[src/shared/irq_src_pkg.sv]
// Package: register map, field layout and types of the interrupt source block
package irq_src_pkg;

  // APB register byte addresses
  localparam logic [7:0] addr_main_ctrl   = 8'h00;
  localparam logic [7:0] addr_second_ctrl = 8'h04;
  localparam logic [7:0] addr_third_ctrl  = 8'h08;
  localparam logic [7:0] addr_prio_ctrl   = 8'h0c;
  localparam logic [7:0] addr_irq_status  = 8'h10;
  localparam logic [7:0] addr_irq_mask    = 8'h14;
  localparam logic [7:0] addr_timer_low   = 8'h18;
  localparam logic [7:0] addr_timer_high  = 8'h1c;

  // Main control field positions
  localparam int main_port_change_flag   = 0;
  localparam int main_ext0_flag          = 1;
  localparam int main_timer_flag         = 2;
  localparam int main_port_change_enable = 3;
  localparam int main_ext0_enable        = 4;
  localparam int main_timer_enable       = 5;
  localparam int main_global_low_enable  = 6;
  localparam int main_global_enable      = 7;

  // Second control field positions
  localparam int second_port_prio   = 0;
  localparam int second_ext3_prio   = 1;
  localparam int second_timer_prio  = 2;
  localparam int second_edge_base   = 3;

  // Third control field positions
  localparam int third_flag_base    = 0;
  localparam int third_enable_base  = 3;
  localparam int third_ext1_prio    = 6;
  localparam int third_ext2_prio    = 7;

  // Own control register fields
  localparam int prio_levels_bit    = 0;
  localparam int timer_16bit_bit    = 1;
  localparam int timer_run_bit      = 2;
  localparam int sleep_bit          = 3;

  // Status and mask layout
  localparam int stat_wake          = 0;
  localparam int stat_high_entry    = 1;
  localparam int stat_low_entry     = 2;

  // Reset values
  localparam logic [7:0] main_reset   = 8'h00;
  localparam logic [7:0] second_reset = 8'hff;
  localparam logic [7:0] third_reset  = 8'hc0;
  localparam logic [7:0] prio_reset   = 8'h00;
  localparam logic [7:0] byte_zero    = 8'h00;
  localparam logic [7:0] byte_max     = 8'hff;

  localparam int num_ext = 4;

  // Core context saved at interrupt entry
  typedef struct packed {
    logic [20:0] return_pc;
    logic [7:0]  working_register;
    logic [7:0]  status_register;
    logic [7:0]  bank_select_register;
  } core_context_t;

  // Request to the core sequencer
  typedef struct packed {
    logic high_request;
    logic low_request;
    logic wake;
  } irq_request_t;

endpackage

[src/rtl/pin_sync.sv]
// Three-stage pin synchroniser with agreement of the last two stages
module pin_sync
  import irq_src_pkg::*;
#(
  parameter int width = 8
) (
  // Clock and reset
  input  wire logic             sys_clk,
  input  wire logic             reset_n,
  // Pins in, settled level and change pulses out
  input  wire logic [width-1:0] pin_async,
  output logic      [width-1:0] level,
  output logic      [width-1:0] rise,
  output logic      [width-1:0] fall
);

  logic [width-1:0] stage1;
  logic [width-1:0] stage2;
  logic [width-1:0] stage3;

  // Stage1 feeds only stage2, avoiding metastable fan-out
  always_ff @(posedge sys_clk or negedge reset_n) begin
    if (!reset_n) begin
      stage1 <= '0;
      stage2 <= '0;
      stage3 <= '0;
    end else begin
      stage1 <= pin_async;
      stage2 <= stage1;
      stage3 <= stage2;
    end
  end

  // A change counts once stage2 and stage3 agree on a new value
  genvar i;
  generate
    for (i = 0; i < width; i++) begin : g_bit
      always_ff @(posedge sys_clk or negedge reset_n) begin
        if (!reset_n) begin
          level[i] <= 1'b0;
          rise[i]  <= 1'b0;
          fall[i]  <= 1'b0;
        end else begin
          rise[i] <= (stage2[i] == stage3[i]) && stage3[i] && !level[i];
          fall[i] <= (stage2[i] == stage3[i]) && !stage3[i] && level[i];
          if (stage2[i] == stage3[i]) begin
            level[i] <= stage3[i];
          end
        end
      end
    end
  endgenerate

endmodule

[src/rtl/overflow_timer.sv]
// 8/16-bit up counter that pulses on wrap to zero
module overflow_timer
  import irq_src_pkg::*;
(
  // Clock and reset
  input  wire logic       sys_clk,
  input  wire logic       reset_n,
  // Control
  input  wire logic       run,
  input  wire logic       mode_16bit,
  input  wire logic       load_low,
  input  wire logic       load_high,
  input  wire logic [7:0] load_data,
  // Count and overflow pulse
  output logic      [7:0] timer_zero_count_low,
  output logic      [7:0] timer_zero_count_high,
  output logic            overflow
);

  logic low_max;
  logic high_max;

  assign low_max  = (timer_zero_count_low == byte_max);
  assign high_max = (timer_zero_count_high == byte_max);

  // Software loads win over counting in the same cycle
  always_ff @(posedge sys_clk or negedge reset_n) begin
    if (!reset_n) begin
      timer_zero_count_low  <= byte_zero;
      timer_zero_count_high <= byte_zero;
      overflow              <= 1'b0;
    end else begin
      overflow <= 1'b0;
      if (load_low || load_high) begin
        if (load_low) begin
          timer_zero_count_low <= load_data;
        end
        if (load_high) begin
          timer_zero_count_high <= load_data;
        end
      end else if (run) begin
        timer_zero_count_low <= timer_zero_count_low + 8'h01;
        if (mode_16bit && low_max) begin
          timer_zero_count_high <= timer_zero_count_high + 8'h01;
        end
        // Wrap FFh->00h in 8-bit mode, FFFFh->0000h in 16-bit mode
        overflow <= low_max && (!mode_16bit || high_max);
      end
    end
  end

endmodule

[src/rtl/ext_timer_change_irq_sources.sv]
// Interrupt sources: four edge pins, timer overflow, port change, with APB
// Notes on behaviour
// External pins detect edges only; select bit 1 rising, 0 falling.
// A valid edge of selected polarity sets that pin's flag.
// A pin with cleared enable never signals the processor.
// Software clears pin flags in the handler; hardware never clears them.
// Any enabled pin interrupt wakes the processor from power-managed mode.
// After such wake-up, vector branch only when global enable is set.
// Pins one/two/three priority: third ctrl bits 6, 7; second ctrl bit 1.
// Pin zero has no priority bit and is always high priority.
// In 8-bit timer mode, FFh to 00h wrap sets timer flag.
// In 16-bit timer mode, FFFFh to 0000h wrap sets timer flag.
// Timer gated by main ctrl bit 5; priority from second ctrl bit 2.
// Any level change on port bits 7:4 sets main ctrl bit 0.
// Port change gated by main ctrl bit 3; priority second ctrl bit 0.
// Taking an interrupt pushes the return address on the return stack.
// Taking an interrupt copies working, status, bank select to shadow.
// Without fast return, software saves and restores those registers.
// Priority bits act only with priority levels enabled; else one level.
// Flags set regardless of enable; enable gates only the signalling.
module ext_timer_change_irq_sources
  import irq_src_pkg::*;
#(
  parameter int stack_depth = 31
) (
  // Clock and reset
  input  wire logic          sys_clk,
  input  wire logic          reset_n,
  // APB slave
  input  wire logic          psel,
  input  wire logic          penable,
  input  wire logic          pwrite,
  input  wire logic [7:0]    paddr,
  input  wire logic [31:0]   pwdata,
  output logic      [31:0]   prdata,
  output logic               pready,
  output logic               pslverr,
  // Port pins: bits 3:0 external interrupt pins, 7:4 change inputs
  input  wire logic [7:0]    port_two_pins,
  // Core sequencer side
  input  wire logic          irq_take,
  input  wire logic          irq_take_high,
  input  wire core_context_t core_context,
  input  wire logic          fast_return,
  output irq_request_t       irq_request,
  output logic               vector_branch,
  output core_context_t      shadow_context,
  output logic [20:0]        stack_top,
  output logic [4:0]         stack_level,
  output logic               stack_overflow,
  // Interrupt to the system
  output logic               irq
);

  logic [7:0] main_irq_control;
  logic [7:0] second_irq_control;
  logic [7:0] third_irq_control;
  logic [7:0] prio_ctrl;
  logic [7:0] irq_status;
  logic [7:0] irq_mask;

  logic [7:0] pin_level;
  logic [7:0] pin_rise;
  logic [7:0] pin_fall;
  logic       timer_overflow;
  logic [7:0] timer_low;
  logic [7:0] timer_high;

  logic [3:0] ext_pin_irq_flag;
  logic [3:0] ext_pin_irq_enable;
  logic [3:0] edge_polarity_select;
  logic [3:0] ext_pin_edge;
  logic [3:0] ext_prio;
  logic       priority_levels_enable;
  logic       global_irq_enable;
  logic       sleeping;

  logic       apb_write;
  logic       apb_read;
  logic       wr_main;
  logic       wr_second;
  logic       wr_third;
  logic       known_addr;

  logic [3:0] ext_active;
  logic       timer_active;
  logic       change_active;
  logic       any_high;
  logic       any_low;
  logic       any_wake;
  logic       high_entry;
  logic       low_entry;

  logic [20:0] return_stack [stack_depth];

  // Three-flop synchroniser for all eight port pins
  pin_sync #(
    .width(8)
  ) u_pin_sync (
    .sys_clk  (sys_clk),
    .reset_n  (reset_n),
    .pin_async(port_two_pins),
    .level    (pin_level),
    .rise     (pin_rise),
    .fall     (pin_fall)
  );

  // APB strobes: zero wait state, write takes effect at the access edge
  assign apb_write = psel && penable && pwrite;
  assign apb_read  = psel && penable && !pwrite;
  assign wr_main   = apb_write && (paddr == addr_main_ctrl);
  assign wr_second = apb_write && (paddr == addr_second_ctrl);
  assign wr_third  = apb_write && (paddr == addr_third_ctrl);
  assign pready    = 1'b1;

  overflow_timer u_timer (
    .sys_clk              (sys_clk),
    .reset_n              (reset_n),
    .run                  (prio_ctrl[timer_run_bit]),
    .mode_16bit           (prio_ctrl[timer_16bit_bit]),
    .load_low             (apb_write && (paddr == addr_timer_low)),
    .load_high            (apb_write && (paddr == addr_timer_high)),
    .load_data            (pwdata[7:0]),
    .timer_zero_count_low (timer_low),
    .timer_zero_count_high(timer_high),
    .overflow             (timer_overflow)
  );

  // Field views of the control registers
  assign edge_polarity_select = second_irq_control[second_edge_base +: 4];
  assign ext_pin_irq_flag = {third_irq_control[third_flag_base +: 3],
                             main_irq_control[main_ext0_flag]};
  assign ext_pin_irq_enable = {third_irq_control[third_enable_base +: 3],
                               main_irq_control[main_ext0_enable]};
  assign priority_levels_enable = prio_ctrl[prio_levels_bit];
  assign global_irq_enable      = main_irq_control[main_global_enable];
  assign sleeping               = prio_ctrl[sleep_bit];

  // Edge of the selected polarity per pin
  genvar i;
  generate
    for (i = 0; i < num_ext; i++) begin : g_edge
      assign ext_pin_edge[i] = edge_polarity_select[i] ? pin_rise[i]
                                                       : pin_fall[i];
    end
  endgenerate

  // Main control: software writes, hardware sets flags; set wins over clear
  always_ff @(posedge sys_clk or negedge reset_n) begin
    if (!reset_n) begin
      main_irq_control <= main_reset;
    end else begin
      if (wr_main) begin
        main_irq_control <= pwdata[7:0];
      end
      if (ext_pin_edge[0]) begin
        main_irq_control[main_ext0_flag] <= 1'b1;
      end
      if (timer_overflow) begin
        main_irq_control[main_timer_flag] <= 1'b1;
      end
      if (|(pin_rise[7:4] | pin_fall[7:4])) begin
        main_irq_control[main_port_change_flag] <= 1'b1;
      end
    end
  end

  // Second control: edge polarity and priority bits
  always_ff @(posedge sys_clk or negedge reset_n) begin
    if (!reset_n) begin
      second_irq_control <= second_reset;
    end else if (wr_second) begin
      second_irq_control <= pwdata[7:0];
    end
  end

  // Third control: pin 1-3 flags are only cleared by software writes
  always_ff @(posedge sys_clk or negedge reset_n) begin
    if (!reset_n) begin
      third_irq_control <= third_reset;
    end else begin
      if (wr_third) begin
        third_irq_control <= pwdata[7:0];
      end
      for (int k = 1; k < num_ext; k++) begin
        if (ext_pin_edge[k]) begin
          third_irq_control[third_flag_base + k - 1] <= 1'b1;
        end
      end
    end
  end

  // Own control: priority levels, timer mode and run, sleep request
  always_ff @(posedge sys_clk or negedge reset_n) begin
    if (!reset_n) begin
      prio_ctrl <= prio_reset;
    end else if (apb_write && (paddr == addr_prio_ctrl)) begin
      prio_ctrl <= pwdata[7:0];
    end else if (any_wake && sleeping) begin
      prio_ctrl[sleep_bit] <= 1'b0;
    end
  end

  // Per-source priority; pin zero fixed high
  assign ext_prio[0] = 1'b1;
  assign ext_prio[1] = third_irq_control[third_ext1_prio];
  assign ext_prio[2] = third_irq_control[third_ext2_prio];
  assign ext_prio[3] = second_irq_control[second_ext3_prio];

  // Enable gating: flags stand regardless, only signalling is gated
  assign ext_active    = ext_pin_irq_flag & ext_pin_irq_enable;
  assign timer_active  = main_irq_control[main_timer_flag]
                       && main_irq_control[main_timer_enable];
  assign change_active = main_irq_control[main_port_change_flag]
                       && main_irq_control[main_port_change_enable];

  // Priority split only with priority levels enabled
  always_comb begin
    any_high = 1'b0;
    any_low  = 1'b0;
    for (int k = 0; k < num_ext; k++) begin
      if (ext_active[k]) begin
        if (!priority_levels_enable || ext_prio[k]) begin
          any_high = 1'b1;
        end else begin
          any_low = 1'b1;
        end
      end
    end
    if (timer_active) begin
      if (!priority_levels_enable
          || second_irq_control[second_timer_prio]) begin
        any_high = 1'b1;
      end else begin
        any_low = 1'b1;
      end
    end
    if (change_active) begin
      if (!priority_levels_enable
          || second_irq_control[second_port_prio]) begin
        any_high = 1'b1;
      end else begin
        any_low = 1'b1;
      end
    end
  end

  // Wake needs enabled source only; vectoring needs the global enable
  assign any_wake   = any_high || any_low;
  assign high_entry = any_high && global_irq_enable;
  assign low_entry  = any_low && global_irq_enable
                    && (!priority_levels_enable
                        || main_irq_control[main_global_low_enable]);
  assign irq_request.high_request = high_entry;
  assign irq_request.low_request  = low_entry;
  assign irq_request.wake         = any_wake && sleeping;
  assign vector_branch            = high_entry || low_entry;

  // Fast return shadow: one deep, filled on every entry
  always_ff @(posedge sys_clk or negedge reset_n) begin
    if (!reset_n) begin
      shadow_context <= '0;
    end else if (irq_take) begin
      shadow_context <= core_context;
    end
  end

  // Hardware return stack; fast_return pops it
  always_ff @(posedge sys_clk or negedge reset_n) begin
    if (!reset_n) begin
      stack_level    <= 5'h00;
      stack_overflow <= 1'b0;
    end else if (irq_take) begin
      if (stack_level == 5'(stack_depth)) begin
        stack_overflow <= 1'b1;
      end else begin
        stack_level <= stack_level + 5'h01;
      end
    end else if (fast_return && (stack_level != 5'h00)) begin
      stack_level <= stack_level - 5'h01;
    end
  end

  // Stack storage needs no reset: level guards every read
  always_ff @(posedge sys_clk) begin
    if (irq_take && (stack_level != 5'(stack_depth))) begin
      return_stack[stack_level] <= core_context.return_pc;
    end
  end

  assign stack_top = (stack_level == 5'h00) ? 21'h000000
                   : return_stack[stack_level - 5'h01];

  // Sticky status, write one to clear, set wins
  always_ff @(posedge sys_clk or negedge reset_n) begin
    if (!reset_n) begin
      irq_status <= byte_zero;
    end else begin
      if (apb_write && (paddr == addr_irq_status)) begin
        irq_status <= irq_status & ~pwdata[7:0];
      end
      if (irq_request.wake) begin
        irq_status[stat_wake] <= 1'b1;
      end
      if (irq_take && irq_take_high) begin
        irq_status[stat_high_entry] <= 1'b1;
      end
      if (irq_take && !irq_take_high) begin
        irq_status[stat_low_entry] <= 1'b1;
      end
    end
  end

  // Mask register
  always_ff @(posedge sys_clk or negedge reset_n) begin
    if (!reset_n) begin
      irq_mask <= byte_zero;
    end else if (apb_write && (paddr == addr_irq_mask)) begin
      irq_mask <= pwdata[7:0];
    end
  end

  assign irq = |(irq_status & irq_mask);

  // Read mux; unmapped addresses answer with an error
  assign known_addr = (paddr[7:5] == 3'h0) && (paddr[1:0] == 2'h0);
  assign pslverr    = psel && penable && !known_addr;

  always_comb begin
    unique case (paddr)
      addr_main_ctrl:   prdata = {24'h000000, main_irq_control};
      addr_second_ctrl: prdata = {24'h000000, second_irq_control};
      addr_third_ctrl:  prdata = {24'h000000, third_irq_control};
      addr_prio_ctrl:   prdata = {24'h000000, prio_ctrl};
      addr_irq_status:  prdata = {24'h000000, irq_status};
      addr_irq_mask:    prdata = {24'h000000, irq_mask};
      addr_timer_low:   prdata = {24'h000000, timer_low};
      addr_timer_high:  prdata = {24'h000000, timer_high};
      default:          prdata = {24'h000000, pin_level};
    endcase
    if (!apb_read) begin
      prdata = 32'h00000000;
    end
  end

endmodule

[config.mk]
export PLATFORM = sky130hd
export DESIGN_NAME = ext_timer_change_irq_sources
export DESIGN_NICKNAME = d
export VERILOG_FILES = /design/src/shared/irq_src_pkg.sv /design/src/rtl/pin_sync.sv /design/src/rtl/overflow_timer.sv /design/src/rtl/ext_timer_change_irq_sources.sv
export SDC_FILE = /design/constraint.sdc
export NUM_CORES = 1
export LEC_CHECK = 0
export ABC_AREA = 1
export BUFFER_PORTS_ARGS = -buffer_cell sky130_fd_sc_hd__buf_2
export CAP_MARGIN = 20
export CELL_PAD_IN_SITES_DETAIL_PLACEMENT = 0
export CELL_PAD_IN_SITES_GLOBAL_PLACEMENT = 2
export CORE_MARGIN = 4
export CORE_UTILIZATION = 37
export DETAILED_ROUTE_END_ITERATION = 10
export PLACE_DENSITY = 0.8
export SLEW_MARGIN = 0
export SYNTH_ARGS = -nofsm -noshare
export SYNTH_HDL_FRONTEND = slang
export SYNTH_HIERARCHICAL = 1
export SYNTH_SLANG_ARGS = --single-unit
[constraint.sdc]
create_clock -name sys_clk -period 2.5 [get_ports sys_clk]
set_input_delay 0.25 -clock sys_clk [delete_from_list [all_inputs] [get_ports sys_clk]]
set_output_delay 0.25 -clock sys_clk [all_outputs]
set_load 0.01 [all_outputs]
; Yosys cells after proc, flatten, opt, wreduce, memory -nomap -nowiden
; Memories as Yosys holds them, arrays and structs flattened.
; Index checks and enable logic that the tools add are counted.
[classes]
bitwise = 5
n_reduce_logical = 112
eq_ne = 22
mux = 56
n_addsub = 4
[op_table]
columns = operator, n
row1 = one-hot mux 8 bit (8 select lines), 1
row2 = logical AND 1 bit, 57
row3 = two-way mux 8 bit, 7
row4 = two-way mux 1 bit, 40
row5 = "equality test 8 x 5 -> 1 bit, second input constant", 4
row6 = two-way mux 32 bit, 1
row7 = nonzero test 2 bit, 13
row8 = logical NOT 1 bit, 21
row9 = two-way mux 21 bit, 1
row10 = "adder 8 x 1 -> 8 bit, second input constant", 2
row11 = bitwise AND 8 bit, 2
row12 = "equality test 8 x 4 -> 1 bit, second input constant", 2
row13 = "equality test 8 bit, second input constant", 2
row14 = two-way mux 5 bit, 3
row15 = logical OR 1 bit, 10
row16 = two-way mux 3 bit, 3
row17 = equality test 1 bit, 8
row18 = "equality test 8 x 3 -> 1 bit, second input constant", 1
row19 = logical NOT 8 bit, 1
row20 = NOT 8 bit, 1
row21 = OR reduction 8 bit, 1
row22 = AND reduction 2 bit, 3
row23 = "adder 5 x 1 -> 5 bit, second input constant", 1
row24 = "equality test 5 bit, second input constant", 1
row25 = other kinds (12), 13
[word_totals]
inputBits = 101
ram_bits = 651
mem_count = 1
output_inout_bits = 111
reg_bits = 164
[memory_table]
columns = name, words, width, rd, rd_ports_with_merged_regs, write_ports, line_no
row1 = return_stack, 31, 21, 1, 0, 1, ext_timer_change_irq_sources.sv:94  ; logic [20:0] return_stack [stack_depth];

; Depth between registers and ports, before layout
; Gate-level depths: netlist (run 1).
[logic_depth]
depth_word = 16
depth_mapped = 15
mapped_depth_nobuf = 12

; Hierarchy
; Netlist (run 1), hierarchy kept.
[modules_own_cells]
columns = mod, cells_per_inst, n_inst, area_per_inst_um2, seq_area_each_um2
row1 = ext_timer_change_irq_sources, 2837, 1, 31366.3, 22038.6
row2 = pin_sync, 144, 1, 1701.6, 1201.2
row3 = overflow_timer, 168, 1, 1183.6, 425.4

; Worst setup path after synthesis (run 1)
; OpenSTA, ideal clock, no wires.
[synth_timing]
path_type = register to register
from = register stack_level[0]
to = memory return_stack[0][0], enable pin
arrival_time_ns = 2.334
setup_time_ns = 0.399
path_stages_with_launch = 8
synth_period_minus_slack_ns = 2.732
path_slack_ns = -0.232
path_buffers = 0
cell_sequence = dfrtp_1 -> ha_1 -> nand2_1 -> nor2_1 -> ha_1 -> nor2_1 -> nand2_1 -> nor2_1
[synth_via]
elab_chain_cells = 4
[synth_lines]
columns = item, line_no
row1 = "start, declared", ext_timer_change_irq_sources.sv:49  ; output logic [4:0] stack_level,
row2 = "start signal, assigned", ext_timer_change_irq_sources.sv:277  ; stack_level <= stack_level + 5'h01;
row3 = "start signal, assigned", ext_timer_change_irq_sources.sv:280  ; stack_level <= stack_level - 5'h01;
row4 = inequality test 5 bit, ext_timer_change_irq_sources.sv:286  ; if (irq_take && (stack_level != 5'(stack_depth))) begin
row5 = logical AND 1 bit, ext_timer_change_irq_sources.sv:286
row6 = two-way mux 1 bit, ext_timer_change_irq_sources.sv:286
row7 = two-way mux 1 bit (implied by the code), ext_timer_change_irq_sources.sv:287  ; return_stack[stack_level] <= core_context.return_pc;
row8 = "end, declared", ext_timer_change_irq_sources.sv:94
; Several ways; a longest one is shown, not always the timed one.

; Final worst setup path (run 1)
[layout_timing]
from = register stack_level[0]
to = output stack_top[3]
[layout_via]
elab_chain_cells = 3
word_cells_on_any_way = 4
classes_between = add/sub: 1 / mux: 1 / reduce/logical: 1 / memory: 1
[layout_lines]
columns = item, line_no
row1 = subtractor 5 x 1 -> 5 bit, ext_timer_change_irq_sources.sv:292  ; : return_stack[stack_level - 5'h01];
row2 = memory (31 x 21 bit), n/a
row3 = two-way mux 21 bit (*), ext_timer_change_irq_sources.sv:291  ; assign stack_top = (stack_level == 5'h00) ? 21'h000000
row4 = "end, declared", ext_timer_change_irq_sources.sv:48  ; output logic [20:0] stack_top,
; Every way passes the cells marked *; elsewhere a longest branch is shown, timed or not.

==> impl_metrics.ini, run 1 <==
[cts]
path_clk_slew_ps = 60
insertion_delay_ps = 650
cts-root-buf = clkbuf_16
clock_sink_count = 815
clk_path_buf_depth = 3
cts_tree = built
cts_buffers = 91
htree_levels = 3

[sta]
setup_violations = 121
maxSlewViolCount = 0
worst_slew_pin_tran_ps = 841
fmaxAchievable_mhz = 327
whs_ps = 134
max-slew-margin-rel = 0.439
period_utilization_post_route = 1.22
rsz0062_at_grt = yes
fin_ws_ps = -559
min_period_ps = 3060
timing.final.hold_violations = 0
skew_ps = 32.1

[floorplan]
pin_count = 212
chipHeight_um = 312
area_of_the_die_sq_um = 97500
std_cell_rows = 111
design.core.area_sq_um = 91800
die_x_um = 312
floorplan.initialDensity = 0.373

[yosys]
postSynthCellCount = 3149
synth_warnings = 6
post_synth_num_cell_types = 44
post_synth.cell_area_avg_sq_um = 10.9
yosys_register_bits = 815
area_share_of_the_largest_cell_type_after_synthesis = 0.571
share_of_the_yosys_chip_area_belonging_to_registers = 0.691
yosys-top-cells-area = edfxtp_1 (57%), dfrtp_1 (11%), nand2_1 (11%)
yosysTopAreaCell = edfxtp_1
netlist_area_sq_um = 34300

[layout]
final_core_utilization = 0.486
final_layout_size_suffix_gt1_frac = 0.245
final_cell_area_sq_um = 44600
reg.largest.list = return_stack x651, shadow_context x45
largest_register_ffs = 651
area_delta_synth_final_pct = 30.2
nNetsFinal = 3656
largest_register_by_flop_count = return_stack

[power]
clockPowerShare = 0.223
power.sequential.fraction = 0.271
cellInternalPower_mw = 35.3
fin_total_pwr_mw = 58.5
combPwrFrac = 0.506
net-switching-power_mw = 23.2
switching_part_of_the_total_power = 0.396
cellLeakagePower_nw = 17.7
ir_drop_mv = 1.01
pwr_density_cell_nw_per_um2 = 1310

[grt]
gr-total-overflow = 0
grt_start_max_net_pins = 77
first_global_vias = 23500
number_of_antenna_violations_at_the_first_check_in_global_routing = 4
gr-usage-all-layers = 0.209
grt_pass1_wl_mm = 154

[outcome]
status = finished, violations left
failed_checks = setup timing

[routing]
wire_per_inst_um = 22.3
ant_nets = 0
finalWirelength_mm = 108
post_drt_via_cell_ratio = 5.11
violation_count_after_the_first_detailed_routing_iteration = 2260
post-route-drc-count = 0
drt_first_pass_iters = 8
detailroute.via_count = 24800

[critical_path]
reg2reg_setup_slack_ps = -70
rr_endpoint = return_stack[7][20]$_DFFE_PP_
setup.worst_path.end_class = primary output
maximum_fanout_encountered_on_the_critical_timing_path = 8
worst_ep_arrival_time_ps = 2810
r2r_start = stack_level[0]$_DFFE_PN0P_
setup.worst_path.start = stack_level[0]$_DFFE_PN0P_
timing.critical_path.required_ps = 2250
crit_path_start_kind = register
timing.critical_path.to = stack_top[3]
r2r_cells = 13
worstSetupPathType = register to primary output

[hold_path]
tightest_hold_check_type = input pin to asynchronous set/reset pin

[placement]
detailedPlacementHpwl_mm = 62.8
routabilityCongestion = 0.822
dp_worst_setup_slack_ps = -81.5
placement.cell_area_sq_um = 38000
numPortBuffers = 162

[flow_run]
cap_violations = 0
## synth_stat cells, drive strengths merged
library cell  instances
nor3                  7
a22oi                 1
edfxtp              651
buf                 155
conb                  2
xor2                  2
a21oi                36
o21bai                2
dfrtp               154
o221ai                1
nand2               997
o211ai                4
nor2                121
o22ai                 3
o21ai                73
clkbuf               35
mux2i                 1
clkinv                1
nand3               686
ha                   24
or2                  21
a21o                  1
nand4                 5
inv                 143
dfstp                10
o21a                  7
a31oi                 2
a221oi                1
nor4                  3
## per-stage QoR
step / TNS [ps] / std cells
finish: -13870 / 4849
global route: -28400 / 4846
CTS: -11020 / 4801
detailed placement: -1100 / 4568
global placement: -1240 / 4568
floorplan: -123380 / 3172
## worst max-delay path, cell delays in order (launching register included)
cell	delay (ps)
dfrtp_4	510
inv_8	100
ha_4	220
buf_12	170
buf_16	160
buf_8	140
buf_16	150
nand3_2	70
nand3_2	80
nand3_2	70
nand3_2	110
a21oi_2	200
buf_2	160
## cell type report
cell class                      instances  area, sq um
Timing Repair inverter                  1         30.0
Antenna cell                            3         7.51
Multi-Input combinational cell       2023        10700
Clock buffer                          122         2480
Timing Repair Buffer                  455         5170
Tap cell                             1243         1560
Fill cell                            8160        47200
Clock inverter                         43          418
Sequential cell                       815        23700
Inverter                              144          563
## layout by cell type, fill, tap and decap left out, drive strengths merged, types with 3 or more instances in the layout
| master | count |
|---|---|
| a21oi | 36 |
| buf | 391 |
| bufinv | 7 |
| clkbuf | 143 |
| clkinv | 36 |
| conb | 25 |
| dfrtp | 154 |
| dfstp | 10 |
| diode | 3 |
| dlygate4sd3 | 42 |
| edfxtp | 651 |
| ha | 24 |
| inv | 144 |
| nand2 | 997 |
| nand3 | 686 |
| nand4 | 5 |
| nor2 | 121 |
| nor3 | 7 |
| nor4 | 3 |
| o211ai | 4 |
| o21a | 7 |
| o21ai | 73 |
| o22ai | 3 |
| or2 | 21 |
## cell families (layout without fill, tap and decap cells)
kind of cell	count (synthesis)	count (layout)	synth area share
fa+ha+maj	24	24	0.00877
buf+inv	334	765	0.0458
flops	815	815	0.691
compound gates	131	131	0.0214
simple gates	1840	1840	0.232
other cells	2	28	0.000219
xor+xnor	2	2	0.000512
mux	1	1	0.000292
## layer usage
layer / vias to the layer above / wire (um) / track usage
li1: 11600 / - / -
met1: 12300 / 48100 / 0.297
met2: 797 / 50700 / 0.332
met3: 146 / 6900 / 0.0351
met4: 2 / 2560 / 0.0588
met5: - / 13 / 0
## worst min path at each step
stage	start	endpoint	slack (ps)	cells after the start
6_report	reset_n	irq_mask[6]$_DFFE_PN0P_	130	2
5_1_grt	paddr[0]	main_irq_control[7]$_DFFE_PN0P_	140	6
4_1_cts	core_context[34]	shadow_context[34]$_DFFE_PN0P_	90	3
3_5_place_dp	reset_n	irq_mask[6]$_DFFE_PN0P_	250	1
3_3_place_gp	reset_n	irq_mask[6]$_DFFE_PN0P_	250	1
2_1_floorplan	reset_n	irq_mask[0]$_DFFE_PN0P_	-50	0
## power groups by stage
stage	clock (mW)	combinational [mW]	sequential, mW
after floorplan	0	11.2	16.1
after global placement	0	21.0	16.1
after detailed placement	0	21.0	16.1
after CTS	13.3	25.4	15.8
after global routing	13.9	31.4	15.9
final	13.1	29.6	15.8
## timing repair
item | in CTS | in global routing
pin swaps | 32 | 87
buffers inserted | 17 | 27
endpoints found under the setup margin | 196 | 617
cloned | 12 | 26
hold buffers | 42 | 0
hold endpoints to repair | 121 | 0
gates resized for setup | 186 | 239
(Power assumes the default switching activity.)
==> inputs of run 2 (changes only) <==
--- a/config.mk
+++ b/config.mk
@@ -15,3 +15,3 @@
 export DETAILED_ROUTE_END_ITERATION = 10
-export PLACE_DENSITY = 0.8
+export PLACE_DENSITY_LB_ADDON = 0.1
 export SLEW_MARGIN = 0
==> constraint.sdc (replaced) <==
create_clock -name sys_clk -period 2.5 [get_ports sys_clk]
set_input_delay 0.5 -clock sys_clk [delete_from_list [all_inputs] [get_ports sys_clk]]
set_output_delay 0.5 -clock sys_clk [all_outputs]
set_load 0.01 [all_outputs]
==> run 2 against run 1 <==
Net effect: clock skew shrank 13 ps; register-to-register slack lost 120 ps; the run still ends with setup timing left; first-iteration DRC count down 6.2%; final area grew 0.75%; largest cell class unchanged; die area unchanged; combinational power about the same; via count up 0.53%.
==> impl_metrics.ini, run 2 (synthesis gave the netlist of run 1 again) <==
[sta]
skew_ps = 18.7
fin_setup_tns_ps = -46970
max-slew-margin-rel = 0.458
maxSlewViolCount = 0
min_period_ps = 3230
setup_violations = 633
whs_ps = 70.1
fmaxAchievable_mhz = 309
worst_slew_pin_tran_ps = 814
rsz0062_at_grt = yes
period_utilization_post_route = 1.29
fin_ws_ps = -735
timing.final.hold_violations = 0

[critical_path]
crit_path_start_kind = register
maximum_fanout_encountered_on_the_critical_timing_path = 7
setup.worst_path.end_class = primary output
timing.critical_path.required_ps = 2000
worstSetupPathType = register to primary output
worst_ep_arrival_time_ps = 2730

[cts]
clk_path_buf_depth = 3
insertion_delay_ps = 640
path_clk_slew_ps = 60
clock_sink_count = 815
htree_levels = 3
cts_tree = built
cts_buffers = 90
cts-root-buf = clkbuf_16

[placement]
numPortBuffers = 162
placement.cell_area_sq_um = 38300
detailedPlacementHpwl_mm = 68.3
numPlacedInstances = 4601
routabilityCongestion = 0.822

[power]
pwr_density_cell_nw_per_um2 = 1300
clockPowerShare = 0.219
net-switching-power_mw = 23.1
cellLeakagePower_nw = 17.9
ir_drop_mv = 0.787
combPwrFrac = 0.510
cellInternalPower_mw = 35.4
power.sequential.fraction = 0.271
switching_part_of_the_total_power = 0.395

[floorplan]
pin_count = 212
die_x_um = 312
chipHeight_um = 312
std_cell_rows = 111
area_of_the_die_sq_um = 97500
design.core.area_sq_um = 91800
floorplan.initialDensity = 0.373

[layout]
final-seq-area_sq_um = 23700
largest_register_by_flop_count = return_stack
multi_input_gate_area_sq_um = 10700
final_cell_mix = nand2_1 (971), edfxtp_1 (651), nand3_1 (506)
final_core_utilization = 0.489
largest_register_ffs = 651
layout.filler_cells = 8297
finish.cell_count_without_fillers = 4879
reg.largest.list = return_stack x651, shadow_context x45
nNetsFinal = 3684
final_cell_area_sq_um = 44900
layout.cells.most_common = nand2_1
final_layout_size_suffix_gt1_frac = 0.256
area_delta_synth_final_pct = 31.2

[grt]
number_of_antenna_violations_at_the_first_check_in_global_routing = 3
grt_pass1_wl_mm = 165
first_global_vias = 24100
gr-total-overflow = 0
grt_start_max_net_pins = 61
gr-usage-all-layers = 0.229

[routing]
wire_per_inst_um = 23.4
drt_first_pass_iters = 5
ant_nets = 0
post_drt_via_cell_ratio = 5.11
detailroute.via_count = 24900
violation_count_after_the_first_detailed_routing_iteration = 2121
finalWirelength_mm = 114
post-route-drc-count = 0

[flow_run]
cap_violations = 0

[outcome]
status = finished, violations left
failed_checks = setup timing

[hold_path]
tightest_hold_check_type = input pin to register
## run 2: changes by cell type in the layout (fill, tap and decap cells not counted), sizes merged
cell,before,now
buf,391,462
dlygate4sd3,42,10
bufbuf,1,6
clkbuf,143,138
clkinv,36,31
bufinv,7,4
clkinvlp,1,2
diode,3,2
inv,144,143
## run 2: area by class of cell
class,count,share of cell area
flip-flops and latches,815,0.527
multi-input cells,2023,0.239
repair buffers,485,0.124
clock buffers,131,0.0566
well taps,1243,0.0346
inverters,144,0.0125
clock inverters,36,0.00627
diodes,2,0.000111
## run 2: what timing repair did
item	CTS	global route
setup buffers	47	22
setup endpoints to repair	420	683
resized for setup	299	175
hold endpoints to repair	54	0
hold buffers	10	0
pin swaps	96	71
gates cloned	30	6
## run 2: layer usage
layer  track usage  share of wire
met1         0.336           0.47
met2         0.356           0.46
met3        0.0338          0.049
met4        0.0609          0.022
met5             0              0
## run 2: critical path, cell delays in order (launching register included)
cell and delay (ps):
dfrtp_4 520, inv_8 90, ha_4 250, buf_12 160, buf_4 140, buf_4 150, nand3_1 70, nand3_1 70
nand3_1 70, nand3_1 80, buf_6 150, a21oi_4 200, buf_6 130
## run 2: final timing paths
check	startpoint	slack (ps)	depth (start not counted)	end
setup reg to reg	stack_level[0]$_DFFE_PN0P_	-190	16	return_stack[24][19]$_DFFE_PP_
min in group asynchronous	reset_n	460	2	u_timer/overflow$_DFF_PN0_
max in group asynchronous	reset_n	1350	3	second_irq_control[4]$_DFFE_PN1P_
setup / recovery	stack_level[0]$_DFFE_PN0P_	-730	12	stack_top[2]
hold / removal	core_context[1]	70	3	shadow_context[1]$_DFFE_PN0P_
hold reg to reg	u_pin_sync/stage1[0]$_DFF_PN0_	350	0	u_pin_sync/stage2[0]$_DFF_PN0_
## run 2: power groups by stage
stage | clock network, mW | logic (mW) | registers (mW)
final | 12.8 | 29.9 | 15.8
after global routing | 13.7 | 31.8 | 15.9
after CTS | 13.1 | 27.7 | 15.8
after detailed placement | 0 | 21.5 | 16.1
after global placement | 0 | 21.5 | 16.1
after floorplan | 0 | 12.2 | 16.1
## run 2: stage by stage
stage	power, mW	setup WS, ps
finish	58.5	-735
global route	61.4	-810
CTS	56.6	-773
detailed placement	37.6	-324
global placement	37.5	-315
floorplan	28.3	-207
